<file path="config.mk">
export PLATFORM = sky130hd
export DESIGN_NAME = zcb_branch_unit
export DESIGN_NICKNAME = d
export VERILOG_FILES = /design/src/zcb_cond.v /design/src/zcb_branch_unit.v
export VERILOG_INCLUDE_DIRS = /design/src
export SDC_FILE = /design/constraint.sdc
export NUM_CORES = 1
export LEC_CHECK = 0
export BUFFER_PORTS_ARGS = -buffer_cell sky130_fd_sc_hd__buf_2
export CAP_MARGIN = 20
export CORE_MARGIN = 3
export CORE_UTILIZATION = 41
export CTS_CLUSTER_DIAMETER = 80
export DETAILED_ROUTE_END_ITERATION = 16
export PLACE_DENSITY = 0.61
export SLEW_MARGIN = 20
export SYNTH_ARGS = -nofsm -noshare
export SYNTH_HDL_FRONTEND = slang
export SYNTH_SLANG_ARGS = --single-unit
</file>
<file path="constraint.sdc">
create_clock -name clk_sys -period 3.7 [get_ports clk_sys]
set_input_delay 0.185 -clock clk_sys [delete_from_list [all_inputs] [get_ports clk_sys]]
set_output_delay 0.185 -clock clk_sys [all_outputs]
set_load 0.02 [all_outputs]
</file>
<file path="src/zcb_consts.vh">
/*
 constants for the zero-compare branch unit: opcode fields, selector codes,
 condition kinds, one-hot states and widths.
 assumes 32-bit instruction words with the usual 6/5/5/16 field split.
*/
// What this block does
// - decode ge-zero likely under register-immediate group
// - decode le-zero from opcode 000110, rt 00000
// - offset shifted left two, sign extended
// - target is delay-slot address plus displacement
// - test full register, redirect next slot
// - ge-zero true when sign bit clear
// - gt-zero true when sign clear, nonzero
// - le-zero true when sign set or zero
// - taken: run delay slot, then target
// - likely not taken: squash delay slot
// - likely variants statically predicted taken
// - oldest level: likely raises reserved instruction
`ifndef ZCB_CONSTS_VH
`define ZCB_CONSTS_VH

// instruction fields
`define ZCB_OPC_HI 31
`define ZCB_OPC_LO 26
`define ZCB_SRC_HI 25
`define ZCB_SRC_LO 21
`define ZCB_SEL_HI 20
`define ZCB_SEL_LO 16
`define ZCB_OFF_HI 15
`define ZCB_OFF_LO 0

// primary opcodes and selectors
`define ZCB_OPC_REG_IMM 6'h01
`define ZCB_OPC_LE_ZERO 6'h06
`define ZCB_SEL_ZERO 5'h00

// displacement shape
`define ZCB_OFF_W 16
`define ZCB_DISP_SHIFT 2
`define ZCB_DISP_W 18
`define ZCB_SLOT_STEP 3'h4
`define ZCB_SLOT_STEP_W 3

// condition kinds
`define ZCB_KIND_GE 2'h0
`define ZCB_KIND_GT 2'h1
`define ZCB_KIND_LE 2'h2

// one-hot states
`define ZCB_ST_IDLE 2'h1
`define ZCB_ST_SLOT 2'h2

`endif

</file>
<file path="src/zcb_cond.v">
/*
 zero-compare condition evaluator for one register value.
 assumes kind codes from zcb_consts.vh; purely combinational.
*/
`timescale 1ns/1ps
`include "zcb_consts.vh"

module zcb_cond #(
    parameter REG_W = 64
) (
    // operand
    input wire [REG_W-1:0] value,
    input wire [1:0] kind,
    // result
    output reg cond
);

    wire sign;
    wire is_zero;

    assign sign = value[REG_W-1];
    assign is_zero = ~|value;

    always @* begin
        cond = 1'b0;
        if (kind == `ZCB_KIND_GE) begin
            cond = ~sign;
        end else if (kind == `ZCB_KIND_GT) begin
            cond = ~sign & ~is_zero;
        end else if (kind == `ZCB_KIND_LE) begin
            cond = sign | is_zero;
        end
    end

endmodule // zcb_cond

</file>
<file path="src/zcb_branch_unit.v">
/*
 zero-compare branch unit: decodes five conditional branches, evaluates
 them, forms the target and steers the delay slot.
 assumes issue is in program order, one instruction per cycle with issue_valid high,
 and the register value for the source field arrives in the issue cycle.
*/
`timescale 1ns/1ps
`include "zcb_consts.vh"

module zcb_branch_unit #(
    parameter ADDR_W = 64,
    parameter REG_W = 64,
    parameter [5:0] OPC_GT_ZERO = 6'h07,
    parameter [5:0] OPC_GT_ZERO_LIKELY = 6'h17,
    parameter [5:0] OPC_LE_ZERO_LIKELY = 6'h16,
    parameter [4:0] SEL_GE_ZERO_LIKELY = 5'h03
) (
    // clock and reset
    input wire clk_sys,
    input wire rst_b,
    // issue stage
    input wire issue_valid,
    input wire [31:0] issue_instr,
    input wire [ADDR_W-1:0] issue_pc,
    input wire legacy_isa,
    // register file read
    output wire [4:0] source_register_field,
    input wire [REG_W-1:0] src_value,
    // decode results
    output wire is_branch,
    output wire predict_taken,
    output wire reserved_instr,
    // delay slot outcome
    output wire redirect_valid,
    output reg [ADDR_W-1:0] redirect_pc,
    output wire squash_delay_slot,
    output wire mispredict,
    // last branch record
    output reg last_taken,
    output reg [ADDR_W-1:0] last_target
);

    // field extraction
    wire [5:0] opc;
    wire [4:0] sel;
    wire [15:0] off;

    assign opc = issue_instr[`ZCB_OPC_HI:`ZCB_OPC_LO];
    assign sel = issue_instr[`ZCB_SEL_HI:`ZCB_SEL_LO];
    assign off = issue_instr[`ZCB_OFF_HI:`ZCB_OFF_LO];
    assign source_register_field = issue_instr[`ZCB_SRC_HI:`ZCB_SRC_LO];

    // decode
    reg dec_hit;
    reg dec_likely;
    reg [1:0] dec_kind;

    always @* begin
        dec_hit = 1'b0;
        dec_likely = 1'b0;
        dec_kind = `ZCB_KIND_GE;
        if (opc == `ZCB_OPC_REG_IMM && sel == SEL_GE_ZERO_LIKELY) begin
            dec_hit = 1'b1;
            dec_likely = 1'b1;
            dec_kind = `ZCB_KIND_GE;
        end else if (opc == OPC_GT_ZERO && sel == `ZCB_SEL_ZERO) begin
            dec_hit = 1'b1;
            dec_kind = `ZCB_KIND_GT;
        end else if (opc == OPC_GT_ZERO_LIKELY && sel == `ZCB_SEL_ZERO) begin
            dec_hit = 1'b1;
            dec_likely = 1'b1;
            dec_kind = `ZCB_KIND_GT;
        end else if (opc == `ZCB_OPC_LE_ZERO && sel == `ZCB_SEL_ZERO) begin
            dec_hit = 1'b1;
            dec_kind = `ZCB_KIND_LE;
        end else if (opc == OPC_LE_ZERO_LIKELY && sel == `ZCB_SEL_ZERO) begin
            dec_hit = 1'b1;
            dec_likely = 1'b1;
            dec_kind = `ZCB_KIND_LE;
        end
    end

    // state
    localparam [1:0] ST_IDLE = `ZCB_ST_IDLE;
    localparam [1:0] ST_SLOT = `ZCB_ST_SLOT;

    reg [1:0] state;
    reg [1:0] next_state;
    reg pend_taken;
    reg pend_squash;
    reg pend_likely;

    // decode while idle only; a branch in a slot is not defined
    wire in_idle;
    wire accept;
    wire blocked;
    wire slot_issue;

    assign in_idle = (state == ST_IDLE);
    assign blocked = dec_likely & legacy_isa;
    assign accept = issue_valid & in_idle & dec_hit & ~blocked;
    assign slot_issue = issue_valid & (state == ST_SLOT);

    assign is_branch = accept;
    assign predict_taken = accept & dec_likely;
    assign reserved_instr = issue_valid & in_idle & dec_hit & blocked;

    // condition on the full register
    wire cond;

    zcb_cond #(
        .REG_W(REG_W)
    ) u_cond (
        .value(src_value),
        .kind(dec_kind),
        .cond(cond)
    );

    // target from delay-slot address
    wire [ADDR_W-1:0] step;
    wire [ADDR_W-1:0] disp;
    wire [ADDR_W-1:0] slot_pc;
    wire [ADDR_W-1:0] target;
    wire [ADDR_W-1:0] fall_pc;

    assign step = {{(ADDR_W-`ZCB_SLOT_STEP_W){1'b0}}, `ZCB_SLOT_STEP};
    assign disp = {{(ADDR_W-`ZCB_DISP_W){off[`ZCB_OFF_W-1]}}, off, {`ZCB_DISP_SHIFT{1'b0}}};
    assign slot_pc = issue_pc + step;
    assign target = slot_pc + disp;
    assign fall_pc = slot_pc + step;

    // next state
    always @* begin
        next_state = state;
        case (state)
            ST_IDLE: begin
                if (accept) begin
                    next_state = ST_SLOT;
                end
            end
            ST_SLOT: begin
                if (issue_valid) begin
                    next_state = ST_IDLE;
                end
            end
            default: begin
                next_state = ST_IDLE;
            end
        endcase
    end

    always @(posedge clk_sys or negedge rst_b) begin
        if (!rst_b) begin
            state <= ST_IDLE;
        end else begin
            state <= next_state;
        end
    end

    // outcome held for the delay slot
    reg next_pend_taken;
    reg next_pend_squash;
    reg next_pend_likely;
    reg [ADDR_W-1:0] next_redirect_pc;

    always @* begin
        next_pend_taken = pend_taken;
        next_pend_squash = pend_squash;
        next_pend_likely = pend_likely;
        next_redirect_pc = redirect_pc;
        if (accept) begin
            next_pend_taken = cond;
            next_pend_squash = dec_likely & ~cond;
            next_pend_likely = dec_likely;
            if (cond) begin
                next_redirect_pc = target;
            end else begin
                next_redirect_pc = fall_pc;
            end
        end else if (slot_issue) begin
            next_pend_taken = 1'b0;
            next_pend_squash = 1'b0;
            next_pend_likely = 1'b0;
        end
    end

    always @(posedge clk_sys or negedge rst_b) begin
        if (!rst_b) begin
            pend_taken <= 1'b0;
            pend_squash <= 1'b0;
            pend_likely <= 1'b0;
            redirect_pc <= {ADDR_W{1'b0}};
        end else begin
            pend_taken <= next_pend_taken;
            pend_squash <= next_pend_squash;
            pend_likely <= next_pend_likely;
            redirect_pc <= next_redirect_pc;
        end
    end

    // last branch record
    reg next_last_taken;
    reg [ADDR_W-1:0] next_last_target;

    always @* begin
        next_last_taken = last_taken;
        next_last_target = last_target;
        if (accept) begin
            next_last_taken = cond;
            next_last_target = target;
        end
    end

    always @(posedge clk_sys or negedge rst_b) begin
        if (!rst_b) begin
            last_taken <= 1'b0;
            last_target <= {ADDR_W{1'b0}};
        end else begin
            last_taken <= next_last_taken;
            last_target <= next_last_target;
        end
    end

    // slot handling: redirect after the slot instruction issues
    assign redirect_valid = slot_issue & pend_taken;
    assign squash_delay_slot = slot_issue & pend_squash;
    assign mispredict = slot_issue & pend_likely & ~pend_taken;

endmodule // zcb_branch_unit

</file>
* Word level (Yosys, flattened, before mapping)
Cells that the tools add are included.
Storage, ports and cells: flip-flop bits (word level) 134, bits of input ports 164, output and inout port bits 140, logic and storage cells 76
Operators by class: add/sub/neg operators 3, eq/ne operators 12, mux-type cells 25, bitwise operators 18, reductions and logical operators 11
Operators with widths (count):
- adder 64 x 3 -> 64 bit, second input constant | 2
- adder 64 bit | 1
- 2-to-1 mux 64 bit | 1
- OR reduction 64 bit | 1
- 2-to-1 mux 1 bit | 16
- 2-to-1 mux 2 bit | 7
- bitwise AND 1 bit | 13
- == test 6 x 3 -> 1 bit, second input constant | 2
- == test 6 x 5 -> 1 bit, second input constant | 2
- == test 6 x 1 -> 1 bit, second input constant | 1
- == test 5 x 2 -> 1 bit, second input constant | 1
- logical AND 1 bit | 5
- zero test 5 bit | 1
- == test 2 x 1 -> 1 bit, second input constant | 2
- == test 2 bit, second input constant | 2
- inverter 1 bit | 4
- case mux 2 bit (2 select lines) | 1
- zero test 2 bit | 1
- inequality test 2 x 1 -> 1 bit, second input constant | 1
- inequality test 2 bit, second input constant | 1
- AND reduction 2 bit | 1
- nonzero test 2 bit | 1
- zero test 1 bit | 1
- OR 1 bit | 1

* Longest topological paths before layout
depth after elaboration 14, depth in mapped cells 21, depth with buffers taken out 18

* Hierarchy
From an unflattened synthesis, not the netlist that was laid out.
Unflattened totals: cell total of the unflattened synthesis 1563, area, all modules 12296.8 µm²
By module, submodules not included:
- zcb_branch_unit | instances 1, cells each 1539, area an instance 12116.6 µm², seq. area each 3304.4 µm²
- zcb_cond | instances 1, cells each 24, area an instance 180.2 µm², seq. area each 0.0 µm²

* Worst setup path before layout
Ideal clock, no wire load.
path type in2reg, start point in issue_pc[4], end point reg redirect_pc[57], library setup time 0.138 ns, arrival time 4.295 ns, data required time 3.562 ns, slack -0.732 ns, stages on the path 20, path buffers 5, cells stage by stage buf_4 -> nand4_1 -> buf_2 -> or4_4 -> buf_6 -> buf_6 -> nor2_1 -> nand3_1 -> xnor2_1 -> ha_1 -> clkbuf_1 -> nand2_1 -> nor4_1 -> nand4_1 -> o21bai_1 -> a2111o_1 -> and2_1 -> o41ai_1 -> xnor2_1 -> o211ai_1
Between the ends: cells in the longest elaborated chain, start to end 3, elaborated cells between the ends (all ways) 4, those cells by class add/sub (3); mux (1)
Ends and longest elaborated chain:
- start: declaration | RTL line zcb_branch_unit.v:24 | input wire [ADDR_W-1:0] issue_pc,
- adder 64 x 3 -> 64 bit * | RTL line zcb_branch_unit.v:128 | assign slot_pc = issue_pc + step;
- adder 64 x 3 -> 64 bit / adder 64 bit (equally long branches) | RTL line zcb_branch_unit.v:130, zcb_branch_unit.v:129
- 2-to-1 mux 64 bit * | RTL line zcb_branch_unit.v:175 | if (cond) begin
- end signal: assignment | RTL line zcb_branch_unit.v:192 | redirect_pc <= {ADDR_W{1'b0}};
- end signal: assignment | RTL line zcb_branch_unit.v:197 | redirect_pc <= next_redirect_pc;
- end: declaration | RTL line zcb_branch_unit.v:35 | output reg [ADDR_W-1:0] redirect_pc,
Every way passes the cells marked *; elsewhere a longest branch is shown, timed or not. A chain may end at the register's enable or synchronous reset.

* Worst setup path after layout
start point in issue_pc[2], end point reg last_target[57]
Between the ends: cells in the longest elaborated chain, start to end 2
Ends and longest elaborated chain:
- adder 64 x 3 -> 64 bit | RTL line zcb_branch_unit.v:128
- adder 64 bit | RTL line zcb_branch_unit.v:129 | assign target = slot_pc + disp;
- end signal: assignment | RTL line zcb_branch_unit.v:217 | last_target <= {ADDR_W{1'b0}};
- end signal: assignment | RTL line zcb_branch_unit.v:220 | last_target <= next_last_target;
- end: declaration | RTL line zcb_branch_unit.v:40 | output reg [ADDR_W-1:0] last_target
Every way passes these cells.

==> results.toml <==
[status]
status = "finished, final reports clean"

[worst_setup_path]
critPathLaunch = "issue_pc[2]"
worstPathMaxFanout = 5
r2r-start = "state[0]$_DFFE_PN1P_"
criticalPathCategory = "primary input to register"
ff2ff_path_depth = 7
end_kind = "register"
arrival_ns = 3.97
cp-start-kind = "primary input"
worst-endpoint-required_ns = 4.00

[sta]
min_period_ns = 3.665
setup_tns_ns = 0
worst_hold_slack_ns = 0.04337
fin_crit_sh_pct = 99.05
drv_slew = 0
tightest_slew_ns = 0.9191
maxSlewHeadroom_pct = 38.72
fmax_ghz = 0.2729
hold_viol_final = 0
clock-skew-final_ns = 0.01077
setup_viol = 0
grt_setup_unrepaired = "yes"

[synth]
synth.distinct_cells = 75
synth_edf_count = 0
synth_top_cell_area_share_pct = 26.31
avgSynthCellArea_um2 = 7.745
synth_nets = 1851
ys_warn_count = 0
synth_area_leaders = "dfrtp_1 26%, ha_1 7.7%, nand2_1 7.0%"
synthesis.area_mm2 = 0.01246
syn_inst = 1609
yosys.area.top_type = "dfrtp_1"
ys_ff_latch = 132
synth_flop_cell = "dfrtp_1"
synthArstFlopShare_pct = 100.0
yosysSeqAreaShare_pct = 26.52

[layout]
drive_gt1_share_pct = 43.78
final_nets = 2559
final_cell_mix = "471 x buf_4, 284 x buf_2, 222 x nand2_1"
nFillCells = 2622
areaGrowthSynthToFinish_pct = 58.03
fin_area_mm2 = 0.01969
multiInputGateArea_mm2 = 0.009868
seq_area_mm2 = 0.003304
layout_commonest_cell = "buf_4"

[power]
p_clk_share_pct = 33.7
p_switching_w = 0.001884
leakagePower_nw = 9.557
pwr-share-seq_pct = 27.7
combPwrFrac_pct = 38.6
peakVddDrop_mv = 0.2973
p_int_w = 0.003614
p_per_area_mw_per_mm2 = 279.2
swShare_pct = 34.27
power_w = 0.005498

[clocking]
clockBufferDepth = 2
clk_pin_slew_ns = 0.06
cts_num_sinks = 132
clk_latency_ns = 0.43
clock-root-buffer = "clkbuf_16"
cts_tree = "done"
cts.htree.levels = 4
cts_made_buffers = 17

[floorplan]
ios = 304
die_y_um = 180.3
fp.dieW_um = 180.3
coreArea_mm2 = 0.02980
dieArea_mm2 = 0.03252
start_util_pct = 41.82
std_cell_rows = 63

[route]
drt_iter0_markers = 1089
wl_per_cell_um = 19.67
firstDrtPassIters = 5
totalWireLength_um = 53560
num_vias = 15090
drc_errors = 0
viasPerCell = 5.541
antenna_left = 0

[global_routing]
grtUsageTotal_pct = 31.55
grt_pass1_wl_um = 81350
grt_max_degree = 69
antenna_found_initial = 3
grt-ovfl-total = 0
grt_pass1_vias = 14500

[min_path]
hold_class = "primary input to register"
hold_depth = 2
min_from = "issue_valid"

[placed_design]
routabilityCongestion = 0.9541
dp_hpwl_um = 43720
port-buffer-count = 293
place_area_mm2 = 0.01778

[flow_run]
cap_viol_max_count = 0
[power groups by stage]
stage                     Sequential [W]  Combinational, W  Clock [W]
final                            0.00152           0.00212    0.00185
after global routing             0.00153           0.00228    0.00194
after CTS                        0.00152           0.00193    0.00188
after detailed placement         0.00155           0.00191          0
after global placement           0.00155           0.00189          0
after floorplan                  0.00160          0.000879          0
[flip-flops by register name, summed over array words and instances, names as in the netlist]
register	cells
redirect_pc	64
last_target	62
state	2
last_taken	1
pend_likely	1
pend_squash	1
pend_taken	1
[through the flow]
step	utilization [%]	worst slack, ns	cells
5_1_grt	66.10	-0.09287	2723
3_3_place_gp	59.68	-0.5411	2658
2_1_floorplan	-	-0.08409	1609
4_1_cts	62.30	0.008638	2696
3_5_place_dp	59.68	-0.6701	2658
6_report	66.10	0.03505	2723
[Yosys cell counts, types with 13 or more instances]
master	number
clkbuf_1	61
ha_1	77
nand3_1	65
a21oi_1	98
o221ai_1	15
nor3_1	40
nand2_1	234
and3_1	18
nand4_1	63
a211oi_1	14
a21o_1	35
nor2_1	118
xnor2_1	99
dfrtp_1	131
inv_1	49
nand2b_1	13
o21ai_0	113
and4_1	25
nor4_1	47
xor2_1	57
o21bai_1	13
[kinds of logic after synthesis]
group / after synthesis / synth area share [%]
muxes: 21 / 1.807
xor gates and xnor gates: 160 / 11.49
AOI/OAI and AO/OA: 377 / 18.90
DFF: 132 / 26.52
buffers and inverters: 135 / 4.528
and+or+nand+nor: 706 / 28.88
adders and majority gates: 78 / 7.892
[area by class of cell]
| cell class | count | share of cell area, % |
|---|---|---|
| tap | 390 | 2.478 |
| inverter | 49 | 0.9339 |
| clock inverter | 14 | 1.010 |
| multi-input combinational | 1342 | 50.11 |
| clock buffer | 18 | 2.179 |
| sequential | 132 | 16.78 |
| timing repair buffer | 775 | 26.47 |
| antenna | 3 | 0.03812 |
[routing by layer]
layer / vias to the layer above / part of all wire [%] / track usage [%]
met5: - / 0 / 0
met4: 0 / 2.7 / 8.842
met2: 611 / 43 / 47.24
met3: 72 / 8.3 / 7.327
li1: 7283 / - / -
met1: 7123 / 46 / 45.66
[worst max-delay path, cell delays in order]
cell and delay (ns):
buf_2 0.10, buf_4 0.13, ha_2 0.21, and2_1 0.15, and4_1 0.23, buf_4 0.16
nand3_1 0.12, xor2_2 0.27, inv_1 0.12, ha_4 0.29, nand4_1 0.22, nor3_4 0.23
nand4_1 0.12, o21bai_4 0.20, a2111o_1 0.46, and2_4 0.21, o41ai_4 0.26, xnor2_2 0.18
o21ai_1 0.10
[final timing paths]
check | slack (ns) | end
setup / recovery | 0.04 | last_target[57]$_DFFE_PN0P_
hold / removal | 0.04 | state[1]$_DFFE_PN0P_
setup reg to reg | 1.52 | redirect_pc[46]$_DFFE_PN0P_
hold reg to reg | 0.47 | last_target[47]$_DFFE_PN0P_
max in group asynchronous | 2.37 | last_target[54]$_DFFE_PN0P_
min in group asynchronous | 0.32 | last_target[30]$_DFFE_PN0P_
[timing repair]
item                                    CTS  global route
endpoints found under the setup margin   24            58
gates cloned                              0             0
buffers inserted                          3            24
resized for setup                        21           174
hold buffers                              3             0
hold endpoints to repair                 65             0
pin swaps                                 8            68
Power figures use the tool's default switching activity.
